### src/hw/counter_timer_unit_params.svh
`ifndef COUNTER_TIMER_UNIT_PARAMS_SVH
`define COUNTER_TIMER_UNIT_PARAMS_SVH

`define NUM_CHANNELS 4
`define NUM_ZC_OUTPUTS 3
`define CTRL_RESET 8'h00
`define TC_RESET 8'h00
`define COUNT_RESET 8'h00
`define VECTOR_RESET 5'h00
`define PSC_MASK_16 8'h0F
`define PSC_MASK_256 8'hFF
`define COUNT_ONE 8'h01
`define OPCODE_PREFIX 8'hED
`define OPCODE_RETURN 8'h4D

`endif

### src/hw/counter_timer_unit_pkg.sv
package counter_timer_unit_pkg;

  typedef enum logic [2:0] {
    CH_STOP = 3'b001,
    CH_WAIT_TRIG = 3'b010,
    CH_RUN = 3'b100
  } chan_state_e;

  typedef struct packed {
    logic int_en;
    logic cnt_mode;
    logic psc256;
    logic edge_rise;
    logic trig_start;
    logic tc_follows;
    logic sw_reset;
    logic is_ctrl;
  } ctrl_s;

  typedef struct packed {
    logic chip_en_n;
    logic iorq_n;
    logic rd_n;
    logic m1_n;
  } bus_ctl_s;

endpackage : counter_timer_unit_pkg

### src/hw/counter_timer_unit.sv
`timescale 1ns/10ps
`include "counter_timer_unit_params.svh"

// Overview of operation
// - four identical counter/timer channels, numbered 0 to 3
// - select inputs form channel number, high select is MSB
// - each channel: time constant, control, down counter, prescaler, all 8 bits
// - timer mode: prescaler divides clock by 16 or 256, decrements counter
// - counter mode: each active trigger edge decrements counter, no prescaler
// - time constant follows control word, range 1 to 256, both modes
// - counter loads time constant at start, reloads it at every zero
// - new time constant while running takes effect at next reload
// - read of a channel returns its current down counter value
// - channels 0 to 2 pulse their zero-count output high at zero
// - interrupt-enabled channel requests an interrupt at each zero
// - priority fixed by channel number, channel 0 highest
// - acknowledge picks top requester, drives vector only with priority-in high
// - vector is five programmed bits, two-bit channel code, zero LSB
// - lower priority waits for higher service; higher may nest over lower
// - return-from-interrupt fetch ends the serviced channel's service state
// - control bit 6 selects counter mode, clear selects timer mode
// - control bit 4 selects rising or falling trigger edge
// - control bit 7 enables the zero-count interrupt request
// - reset stops channels, clears enables, idles outputs, priority-out follows in
module counter_timer_unit
  import counter_timer_unit_pkg::*;
(
  input wire logic I_CORE_CLK,
  input wire logic I_RESET,
  input wire logic I_CE,
  input wire logic I_CHIP_EN_N,
  input wire logic I_IORQ_N,
  input wire logic I_RD_N,
  input wire logic I_M1_N,
  input wire logic I_CHAN_SEL_LO,
  input wire logic I_CHAN_SEL_HI,
  input wire logic [7:0] I_DATA_IN,
  input wire logic [3:0] I_EXT_TRIGGER_INPUT,
  input wire logic I_PRIORITY_IN,
  output logic [7:0] O_DATA_OUT,
  output logic O_DATA_OE_N,
  output logic [2:0] O_ZERO_COUNT_PULSE,
  output logic O_INT_REQ_OUT,
  output logic O_INT_REQ_OE_N,
  output logic O_PRIORITY_OUT
);

  bus_ctl_s bus;
  bus_ctl_s bus_d;
  bus_ctl_s next_bus_d;
  logic [1:0] sel;
  logic wr_req;
  logic wr_take;
  logic rd_req;
  logic ack_req;
  logic ack_take;
  logic fetch;
  logic fetch_end;
  logic [7:0] chan_count [`NUM_CHANNELS];
  logic [`NUM_CHANNELS-1:0] zero_evt;
  logic [`NUM_CHANNELS-1:0] int_en;
  logic [`NUM_CHANNELS-1:0] expect_tc;

  assign bus.chip_en_n = I_CHIP_EN_N;
  assign bus.iorq_n = I_IORQ_N;
  assign bus.rd_n = I_RD_N;
  assign bus.m1_n = I_M1_N;
  assign sel = {I_CHAN_SEL_HI, I_CHAN_SEL_LO};

  // bus cycle decode and one-shot strobes
  always_comb begin
    wr_req = !bus.chip_en_n && !bus.iorq_n && bus.rd_n && bus.m1_n;
    rd_req = !bus.chip_en_n && !bus.iorq_n && !bus.rd_n && bus.m1_n;
    ack_req = !bus.iorq_n && !bus.m1_n;
    fetch = !bus.m1_n && !bus.rd_n && bus.iorq_n;
    wr_take = wr_req && !(!bus_d.chip_en_n && !bus_d.iorq_n && bus_d.rd_n && bus_d.m1_n);
    ack_take = ack_req && !(!bus_d.iorq_n && !bus_d.m1_n);
    fetch_end = !fetch && !bus_d.m1_n && !bus_d.rd_n && bus_d.iorq_n;
    next_bus_d = I_CE ? bus : bus_d;
  end

  always_ff @(posedge I_CORE_CLK or posedge I_RESET) begin
    if (I_RESET) begin
      bus_d <= 4'hF;
    end else begin
      bus_d <= next_bus_d;
    end
  end

  // per-channel logic
  genvar gi;
  generate
    for (gi = 0; gi < `NUM_CHANNELS; gi++) begin : g_chan
      chan_state_e state;
      chan_state_e next_state;
      ctrl_s ctrl;
      ctrl_s next_ctrl;
      logic [7:0] tc;
      logic [7:0] next_tc;
      logic [7:0] count;
      logic [7:0] next_count;
      logic [7:0] psc;
      logic [7:0] next_psc;
      logic exp_tc;
      logic next_exp_tc;
      logic trig_d;
      logic next_trig_d;
      logic zero;
      logic next_zero;
      logic wr_here;
      logic trig_edge;
      logic psc_tick;
      logic tick;
      logic [7:0] psc_mask;

      always_comb begin
        wr_here = wr_take && (sel == 2'(gi));
        trig_edge = ctrl.edge_rise ? (I_EXT_TRIGGER_INPUT[gi] && !trig_d)
                                   : (!I_EXT_TRIGGER_INPUT[gi] && trig_d);
        psc_mask = ctrl.psc256 ? `PSC_MASK_256 : `PSC_MASK_16;
        psc_tick = (psc & psc_mask) == psc_mask;
        tick = ctrl.cnt_mode ? trig_edge : psc_tick;
        next_state = state;
        next_ctrl = ctrl;
        next_tc = tc;
        next_count = count;
        next_psc = psc;
        next_exp_tc = exp_tc;
        next_trig_d = I_EXT_TRIGGER_INPUT[gi];
        next_zero = 1'b0;
        if (state == CH_RUN) begin
          next_psc = 8'(psc + 8'h01);
          if (tick) begin
            if (count == `COUNT_ONE) begin
              next_count = tc;
              next_zero = 1'b1;
            end else begin
              next_count = 8'(count - 8'h01);
            end
          end
        end
        case (state)
          CH_STOP: next_state = CH_STOP;
          CH_WAIT_TRIG: begin
            if (trig_edge) begin
              next_state = CH_RUN;
              next_psc = 8'h00;
            end
          end
          CH_RUN: next_state = CH_RUN;
          default: next_state = CH_STOP;
        endcase
        if (wr_here && exp_tc) begin
          next_tc = I_DATA_IN;
          next_exp_tc = 1'b0;
          if (state != CH_RUN) begin
            next_count = I_DATA_IN;
            next_psc = 8'h00;
            next_state = (ctrl.trig_start && !ctrl.cnt_mode) ? CH_WAIT_TRIG : CH_RUN;
          end
        end else if (wr_here && I_DATA_IN[0]) begin
          next_ctrl = ctrl_s'(I_DATA_IN);
          next_exp_tc = I_DATA_IN[2];
          if (I_DATA_IN[1]) begin
            next_state = CH_STOP;
            next_zero = 1'b0;
          end
        end
        if (!I_CE) begin
          next_state = state;
          next_ctrl = ctrl;
          next_tc = tc;
          next_count = count;
          next_psc = psc;
          next_exp_tc = exp_tc;
          next_trig_d = trig_d;
          next_zero = zero;
        end
      end

      always_ff @(posedge I_CORE_CLK or posedge I_RESET) begin
        if (I_RESET) begin
          state <= CH_STOP;
          ctrl <= `CTRL_RESET;
          tc <= `TC_RESET;
          count <= `COUNT_RESET;
          psc <= 8'h00;
          exp_tc <= 1'b0;
          trig_d <= 1'b0;
          zero <= 1'b0;
        end else begin
          state <= next_state;
          ctrl <= next_ctrl;
          tc <= next_tc;
          count <= next_count;
          psc <= next_psc;
          exp_tc <= next_exp_tc;
          trig_d <= next_trig_d;
          zero <= next_zero;
        end
      end

      assign chan_count[gi] = count;
      assign zero_evt[gi] = next_zero && I_CE;
      assign int_en[gi] = ctrl.int_en;
      assign expect_tc[gi] = exp_tc;
      if (gi < `NUM_ZC_OUTPUTS) begin : g_zc
        assign O_ZERO_COUNT_PULSE[gi] = zero;
      end
    end
  endgenerate

  // interrupt control and data bus
  logic [`NUM_CHANNELS-1:0] pend;
  logic [`NUM_CHANNELS-1:0] next_pend;
  logic [`NUM_CHANNELS-1:0] serv;
  logic [`NUM_CHANNELS-1:0] next_serv;
  logic [`NUM_CHANNELS-1:0] req_ok;
  logic [4:0] vec_base;
  logic [4:0] next_vec_base;
  logic [7:0] data_out;
  logic [7:0] next_data_out;
  logic ack_drive;
  logic next_ack_drive;
  logic seen_prefix;
  logic next_seen_prefix;
  logic [7:0] op;
  logic [7:0] next_op;
  logic [1:0] win;
  logic win_any;
  logic [1:0] serv_top;
  logic return_from_interrupt_op;
  logic blocked;

  always_comb begin
    req_ok = '0;
    win = 2'b00;
    win_any = 1'b0;
    serv_top = 2'b00;
    blocked = 1'b0;
    for (int i = 0; i < `NUM_CHANNELS; i++) begin
      blocked = blocked || serv[i];
      req_ok[i] = pend[i] && !blocked;
      if (req_ok[i] && !win_any) begin
        win = 2'(i);
        win_any = 1'b1;
      end
    end
    for (int i = `NUM_CHANNELS - 1; i >= 0; i--) begin
      if (serv[i]) begin
        serv_top = 2'(i);
      end
    end
    next_seen_prefix = seen_prefix;
    next_op = fetch ? I_DATA_IN : op;
    return_from_interrupt_op = 1'b0;
    if (fetch_end) begin
      next_seen_prefix = (op == `OPCODE_PREFIX);
      return_from_interrupt_op = seen_prefix && (op == `OPCODE_RETURN);
    end
    next_serv = serv;
    next_pend = pend;
    next_ack_drive = ack_drive && ack_req;
    next_data_out = data_out;
    next_vec_base = vec_base;
    if (return_from_interrupt_op && I_PRIORITY_IN && |serv) begin
      next_serv[serv_top] = 1'b0;
    end
    if (ack_take && I_PRIORITY_IN && win_any) begin
      next_serv[win] = 1'b1;
      next_pend[win] = 1'b0;
      next_ack_drive = 1'b1;
      next_data_out = {vec_base, win, 1'b0};
    end
    next_pend = next_pend | (zero_evt & int_en);
    if (rd_req) begin
      next_data_out = chan_count[sel];
    end
    if (wr_take && (sel == 2'b00) && !expect_tc[0] && !I_DATA_IN[0]) begin
      next_vec_base = I_DATA_IN[7:3];
    end
    if (!I_CE) begin
      next_serv = serv;
      next_pend = pend;
      next_ack_drive = ack_drive;
      next_data_out = data_out;
      next_vec_base = vec_base;
      next_seen_prefix = seen_prefix;
      next_op = op;
    end
  end

  always_ff @(posedge I_CORE_CLK or posedge I_RESET) begin
    if (I_RESET) begin
      pend <= '0;
      serv <= '0;
      vec_base <= `VECTOR_RESET;
      data_out <= 8'h00;
      ack_drive <= 1'b0;
      seen_prefix <= 1'b0;
      op <= 8'h00;
    end else begin
      pend <= next_pend;
      serv <= next_serv;
      vec_base <= next_vec_base;
      data_out <= next_data_out;
      ack_drive <= next_ack_drive;
      seen_prefix <= next_seen_prefix;
      op <= next_op;
    end
  end

  assign O_DATA_OUT = data_out;
  assign O_DATA_OE_N = !(rd_req || (ack_req && ack_drive));
  assign O_INT_REQ_OUT = 1'b0;
  assign O_INT_REQ_OE_N = !(I_PRIORITY_IN && |req_ok);
  assign O_PRIORITY_OUT = I_PRIORITY_IN && !(|serv);

endmodule : counter_timer_unit

### config.mk
export PLATFORM = sky130hd
export DESIGN_NAME = counter_timer_unit
export DESIGN_NICKNAME = d
export VERILOG_FILES = /design/src/hw/counter_timer_unit_pkg.sv /design/src/hw/counter_timer_unit.sv
export VERILOG_INCLUDE_DIRS = /design/src /design/src/hw
export SDC_FILE = /design/constraint.sdc
export NUM_CORES = 1
export LEC_CHECK = 0
export BUFFER_PORTS_ARGS = -buffer_cell sky130_fd_sc_hd__buf_2
export CAP_MARGIN = 20
export CORE_ASPECT_RATIO = 1.2
export CORE_MARGIN = 2
export CORE_UTILIZATION = 50
export CTS_CLUSTER_DIAMETER = 30
export DETAILED_ROUTE_END_ITERATION = 12
export PLACE_DENSITY = 0.63
export SETUP_SLACK_MARGIN = 0.4
export SLEW_MARGIN = 20
export SYNTH_ARGS = -nofsm -noshare
export SYNTH_HDL_FRONTEND = slang
export SYNTH_SLANG_ARGS = --single-unit
### constraint.sdc
create_clock -name I_CORE_CLK -period 7.5 [get_ports I_CORE_CLK]
set_input_delay 1.5 -clock I_CORE_CLK [delete_from_list [all_inputs] [get_ports I_CORE_CLK]]
set_output_delay 1.5 -clock I_CORE_CLK [all_outputs]
set_load 0.01 [all_outputs]
# After elaboration in Yosys (flattened, before gate mapping)
# Cells that the tools add are included.
# word_totals
reg_bits,175
inputBits,22
# op_classes
addsub,8
order_cmp,5
n_eq_ne,25
muxes,141
bitwise_logic,16
n_reduce_logical,127
# ops
operator,n
8-bit 2-to-1 mux,48
3-bit 2-to-1 mux,24
1-bit logical AND,64
1-bit 2-to-1 mux,53
1-bit logical NOT,35
8-bit by 1-bit adder with 8-bit output (second input constant),4
8-bit bitwise AND,4
8-bit by 1-bit equality test with 1-bit output (second input constant),4
8-bit equality test,4
8-bit by 1-bit subtractor with 8-bit output (second input constant),4
3-bit one-hot mux with 2 select lines,4
2-bit AND reduction,12
8-bit binary-select mux with 2-bit select,1
4-bit bitwise AND,3
3-bit by 2-bit equality test with 1-bit output (second input constant),4
3-bit equality test (second input constant),4
2-bit 2-to-1 mux,6
4-bit 2-to-1 mux,3
3-bit inequality test (second input constant),4
3-bit AND reduction,4
2-bit nonzero test,5
8-bit by 7-bit equality test with 1-bit output (second input constant),1
8-bit equality test (second input constant),1
4-bit inverter,2
other kinds (12),24

# Logic depth before layout (Yosys ltp)
# logic_depth
ltp_word,20
mapped_depth,8

# Worst setup path before layout
# No wires, ideal clock.
# synth_path
path_kind,in2out
startpoint,in I_CHIP_EN_N
endpoint,out O_DATA_OE_N
arrival_time_ns,2.335
t_required_ns,6.000
slack_ns,3.665
cell_stages,4
n_path_buf,1
path_cell_list,nor3b_1 -> nor2b_1 -> clkbuf_1 -> a21oi_1
# synth_via
elab_chain_len,6
# synth_rtl
element,line,text
from (decl),counter_timer_unit.sv:31,"input wire logic I_CHIP_EN_N,"
1-bit logical NOT,counter_timer_unit.sv:73,rd_req = !bus.chip_en_n && !bus.iorq_n && !bus.rd_n && bus.m1_n;
1-bit logical AND (3 in series),counter_timer_unit.sv:73,
1-bit logical OR,counter_timer_unit.sv:314,assign O_DATA_OE_N = !(rd_req || (ack_req && ack_drive));
1-bit logical NOT,counter_timer_unit.sv:314,
to (decl),counter_timer_unit.sv:41,"output logic O_DATA_OE_N,"
# No other way between the ends.

# Worst setup path in the final report
# layout_path
startpoint,in I_M1_N
endpoint,out O_DATA_OE_N
# layout_via
elab_chain_len,5
word_cells_on_any_way,6
cone_classes,reduce/logical: 6
# layout_rtl
element,line,text
from (decl),counter_timer_unit.sv:34,"input wire logic I_M1_N,"
1-bit logical NOT,counter_timer_unit.sv:74,ack_req = !bus.iorq_n && !bus.m1_n;
1-bit logical AND,counter_timer_unit.sv:74,
1-bit logical AND,counter_timer_unit.sv:314,
1-bit logical OR *,counter_timer_unit.sv:314,
1-bit logical NOT *,counter_timer_unit.sv:314,
# Mark *: on every way between the ends. The rest lies on a longest branch, timed or not.

==> reports/qor.yml <==
worst_setup_path:
  timing_worst_setup_path_type: "in2out"
  path_max_fanout: 12
  slowest_delay_ps: 740
  critPathLaunchType: "input pin"
  timing.critical_path.to_type: "output pin"
  critical-path-top-delay-family: "simple AND/OR/NAND/NOR gates"
  cp_data_arrival_time_ps: 2840
  worst-path-buf-inv: 2
  timing.critical_path.mode_cell: "buf_2"
  crit_chain: "buf_2, nor3b_1, nor2b_1, a21oi_1, buf_2"
  slowest_stage: "nor2b_1"
  crit_required_ps: 6000
final_layout:
  fillers: 1669
  syn_to_final_growth_pct: 9.794
  design_area_um2: 10490
  nets: 970
  antennaDiodeCount: 0
  drive_gt1_share_pct: 20.86
  layout_commonest_cell: "dfrtp_1"
  mostFrequentLayoutCells: "dfrtp_1, nor2_1, mux2_2, nand2_1, a21oi_1"
  final_core_util_pct: 55.84
place:
  io_buffer_count: 35
  place.detailed.hpwl_um: 16420
  place.gp.congestion: 0.8578
  placed_cell_area_um2: 9863
  pre_cts_slack_ps: 3176
routing:
  drt_wl_total_um: 24730
  via_count: 7364
  detail_route.vias_per_cell: 6.111
  drt_drc_violations_left: 0
  drtAntennaViolNets: 0
  detailedRoute.firstIterationViolations: 573
  drt-pass1-iter-count: 5
  routed_wire_length_per_instance_um: 20.52
pwr:
  max-vdd-ir-drop_uv: 140.9
  cellPowerDensity_nw_per_um2: 217.2
  netSwitchingPower_w: 0.0006047
  power_frac_clock_pct: 41.7
  switching_share_pct: 26.53
  power_leakage_nw: 4.638
  comb_power_share_pct: 11.5
  intPower_w: 0.001674
  pwr-share-seq_pct: 46.8
logic_synthesis:
  yosys.area.top_type_share_pct: 43.47
  synthesis.instances: 923
  ys_seq_area_share_pct: 45.67
  yosys.cell_types.count: 91
  mappedNetlistArea_um2: 9555
  asyncSetResetFlopFracSynth_pct: 100.0
  synth.largest_area_cell: "dfrtp_1"
  post_synth.cell_area_avg_um2: 10.35
  yosys-top-cells-area: "dfrtp_1, mux2_2, nor2_1"
  synth-edff-count: 0
  synth-warning-count: 0
  synth-seq-cells: 174
  synthesis.nets: 957
  synth_flop_cell: "dfrtp_1"
sta:
  setup_repair_after_global_routing_missed_its_margin: "false"
  hold_ws_ps: 486.0
  fin_tns_setup_ps: 0
  report.final.hold_viol_count: 0
  timing.slew.headroom_pct: 28.53
  timing.final.ws_setup_ps: 3155
  finalCritPeriodShare_pct: 57.93
  finalClockSkew_ps: 19.40
  slew_viol_final: 0
  crit_path_time_final_ps: 4345
  fmax_ghz: 0.2302
  worst_slew_pin_slew_ps: 1072
  setup_viol_count_final: 0
cts:
  cts.hold.buffers_added: 0
  clkTransAtPathRegs_ps: 70
  clk_root_buffer_cell: "clkbuf_16"
  cts_max_level: 4
  cts_made_buffers: 17
  cts_tree: "yes"
  cts_setup_buffers: 0
  worstSkewPairLatency_ps: 440
  post_cts_resized: 0
  cts-root-to-sink-buffers: 2
  clock_sink_count: 174
job:
  max-cap-violations: 0
die:
  core.rowCount: 55
  fp.dieArea_um2: 20240
  core_area_um2: 18790
  die_width_um: 130.2
  floorplan.die.height_um: 155.4
  start_util_pct: 50.86
  io-pin-count: 37
global_route:
  grt_start_max_net_pins: 114
  grt_overflow: 0
  grt_pass1_vias: 7194
  initial_antenna_violation_count: 0
  global_route_wire_length_before_repair_um: 39550
  gr-usage-all-layers_pct: 25.54
worst_hold_path:
  holdCritPathClass: "reg2reg"
outcome:
  outcome: "finished, final reports clean"
-- path summary, 6_finish.rpt --
path / start / cells past startpoint / slack, ps / end
max: I_M1_N / 5 / 3160 / O_DATA_OE_N
min: seen_prefix / 2 / 490 / seen_prefix
max reg2reg: bus_d[2] / 5 / 4610 / g_chan[0].psc[7]
min reg2reg: seen_prefix / 2 / 490 / seen_prefix
max in group asynchronous: I_RESET / 3 / 4870 / O_DATA_OUT[6]
min in group asynchronous: I_RESET / 2 / 1160 / g_chan[0].count[5]
-- kinds of logic (layout without fill, tap and decap cells) --
group / after synthesis / count (layout) / synth area share, %
xor gates and xnor gates: 34 / 34 / 3.116
muxes: 108 / 108 / 13.60
other: 1 / 1 / 0.03924
DFF: 174 / 174 / 45.67
adders and majority gates: 12 / 12 / 1.571
and+or+nand+nor: 340 / 340 / 19.12
AOI/OAI and AO/OA: 185 / 185 / 13.60
buffers and inverters: 69 / 95 / 3.274
-- stage by stage --
step	power, W	cells
5_1_grt	0.002374	1205
3_5_place_dp	0.001345	1173
4_1_cts	0.002294	1205
6_report	0.002279	1205
3_3_place_gp	0.001339	1173
2_1_floorplan	0.001256	923
-- area by class of cell --
| type | instances | area (um^2) | share of cell area, % |
|---|---|---|---|
| clock buffer | 21 | 470.5 | 4.484 |
| tap | 256 | 320.3 | 3.053 |
| multi-input combinational | 680 | 4878 | 46.50 |
| inverter | 24 | 97.59 | 0.9302 |
| sequential | 174 | 4364 | 41.60 |
| clock inverter | 11 | 155.1 | 1.479 |
| timing repair buffer | 39 | 205.2 | 1.956 |
-- flip-flops by register name (all words and copies together), names as in the netlist --
signal,flops
seen_prefix,1
g_chan.tc,32
op,8
g_chan.state,12
g_chan.exp_tc,4
pend,4
O_DATA_OUT,8
g_chan.zero,3
g_chan.psc,32
serv,4
bus_d,4
ack_drive,1
g_chan.trig_d,4
g_chan.ctrl,20
vec_base,5
g_chan.count,32
-- cells in the mapped netlist (all sizes together) (6+ instances only) --
master   instances
dfrtp          166
mux2            89
nor2            89
nand2           76
a21oi           38
o21ai           35
nand3           31
inv             24
buf             23
clkbuf          22
nor3            20
xor2            19
nand4           18
xnor2           15
nand2b          14
o211ai          13
ha              12
nor3b           12
mux2i           11
or3             11
nor2b           10
a211oi           9
and3             9
o22ai            9
and2             8
dfstp            8
mux4             8
a2bb2oi          7
a31oi            7
nand3b           7
o21a             6
o22a             6
-- worst register-to-register path: stages, from the launching register on --
cell	delay (ps)
dfstp_2	560
nand4bb_1	580
and3_1	560
nand3_1	330
a21oi_1	610
nor2_1	120
-- power by group through the flow --
| stage | Clock, W | Sequential (W) | Combinational, W |
|---|---|---|---|
| 3_3_place_gp | 0 | 0.00108 | 0.000257 |
| 4_1_cts | 0.000966 | 0.00107 | 0.000264 |
| 2_1_floorplan | 0 | 0.00107 | 0.000185 |
| 6_report | 0.000950 | 0.00107 | 0.000263 |
| 5_1_grt | 0.00101 | 0.00107 | 0.000295 |
| 3_5_place_dp | 0 | 0.00108 | 0.000262 |
-- layer usage --
layer / track usage (%) / vias to the layer above / routed length, um
li1: - / 3418 / -
met1: 34.72 / 3679 / 10860
met2: 39.89 / 216 / 11820
met3: 4.814 / 51 / 1248
met4: 11.16 / 0 / 804
met5: 0 / - / 0
Note: power is estimated with default switching activity, not from simulation.
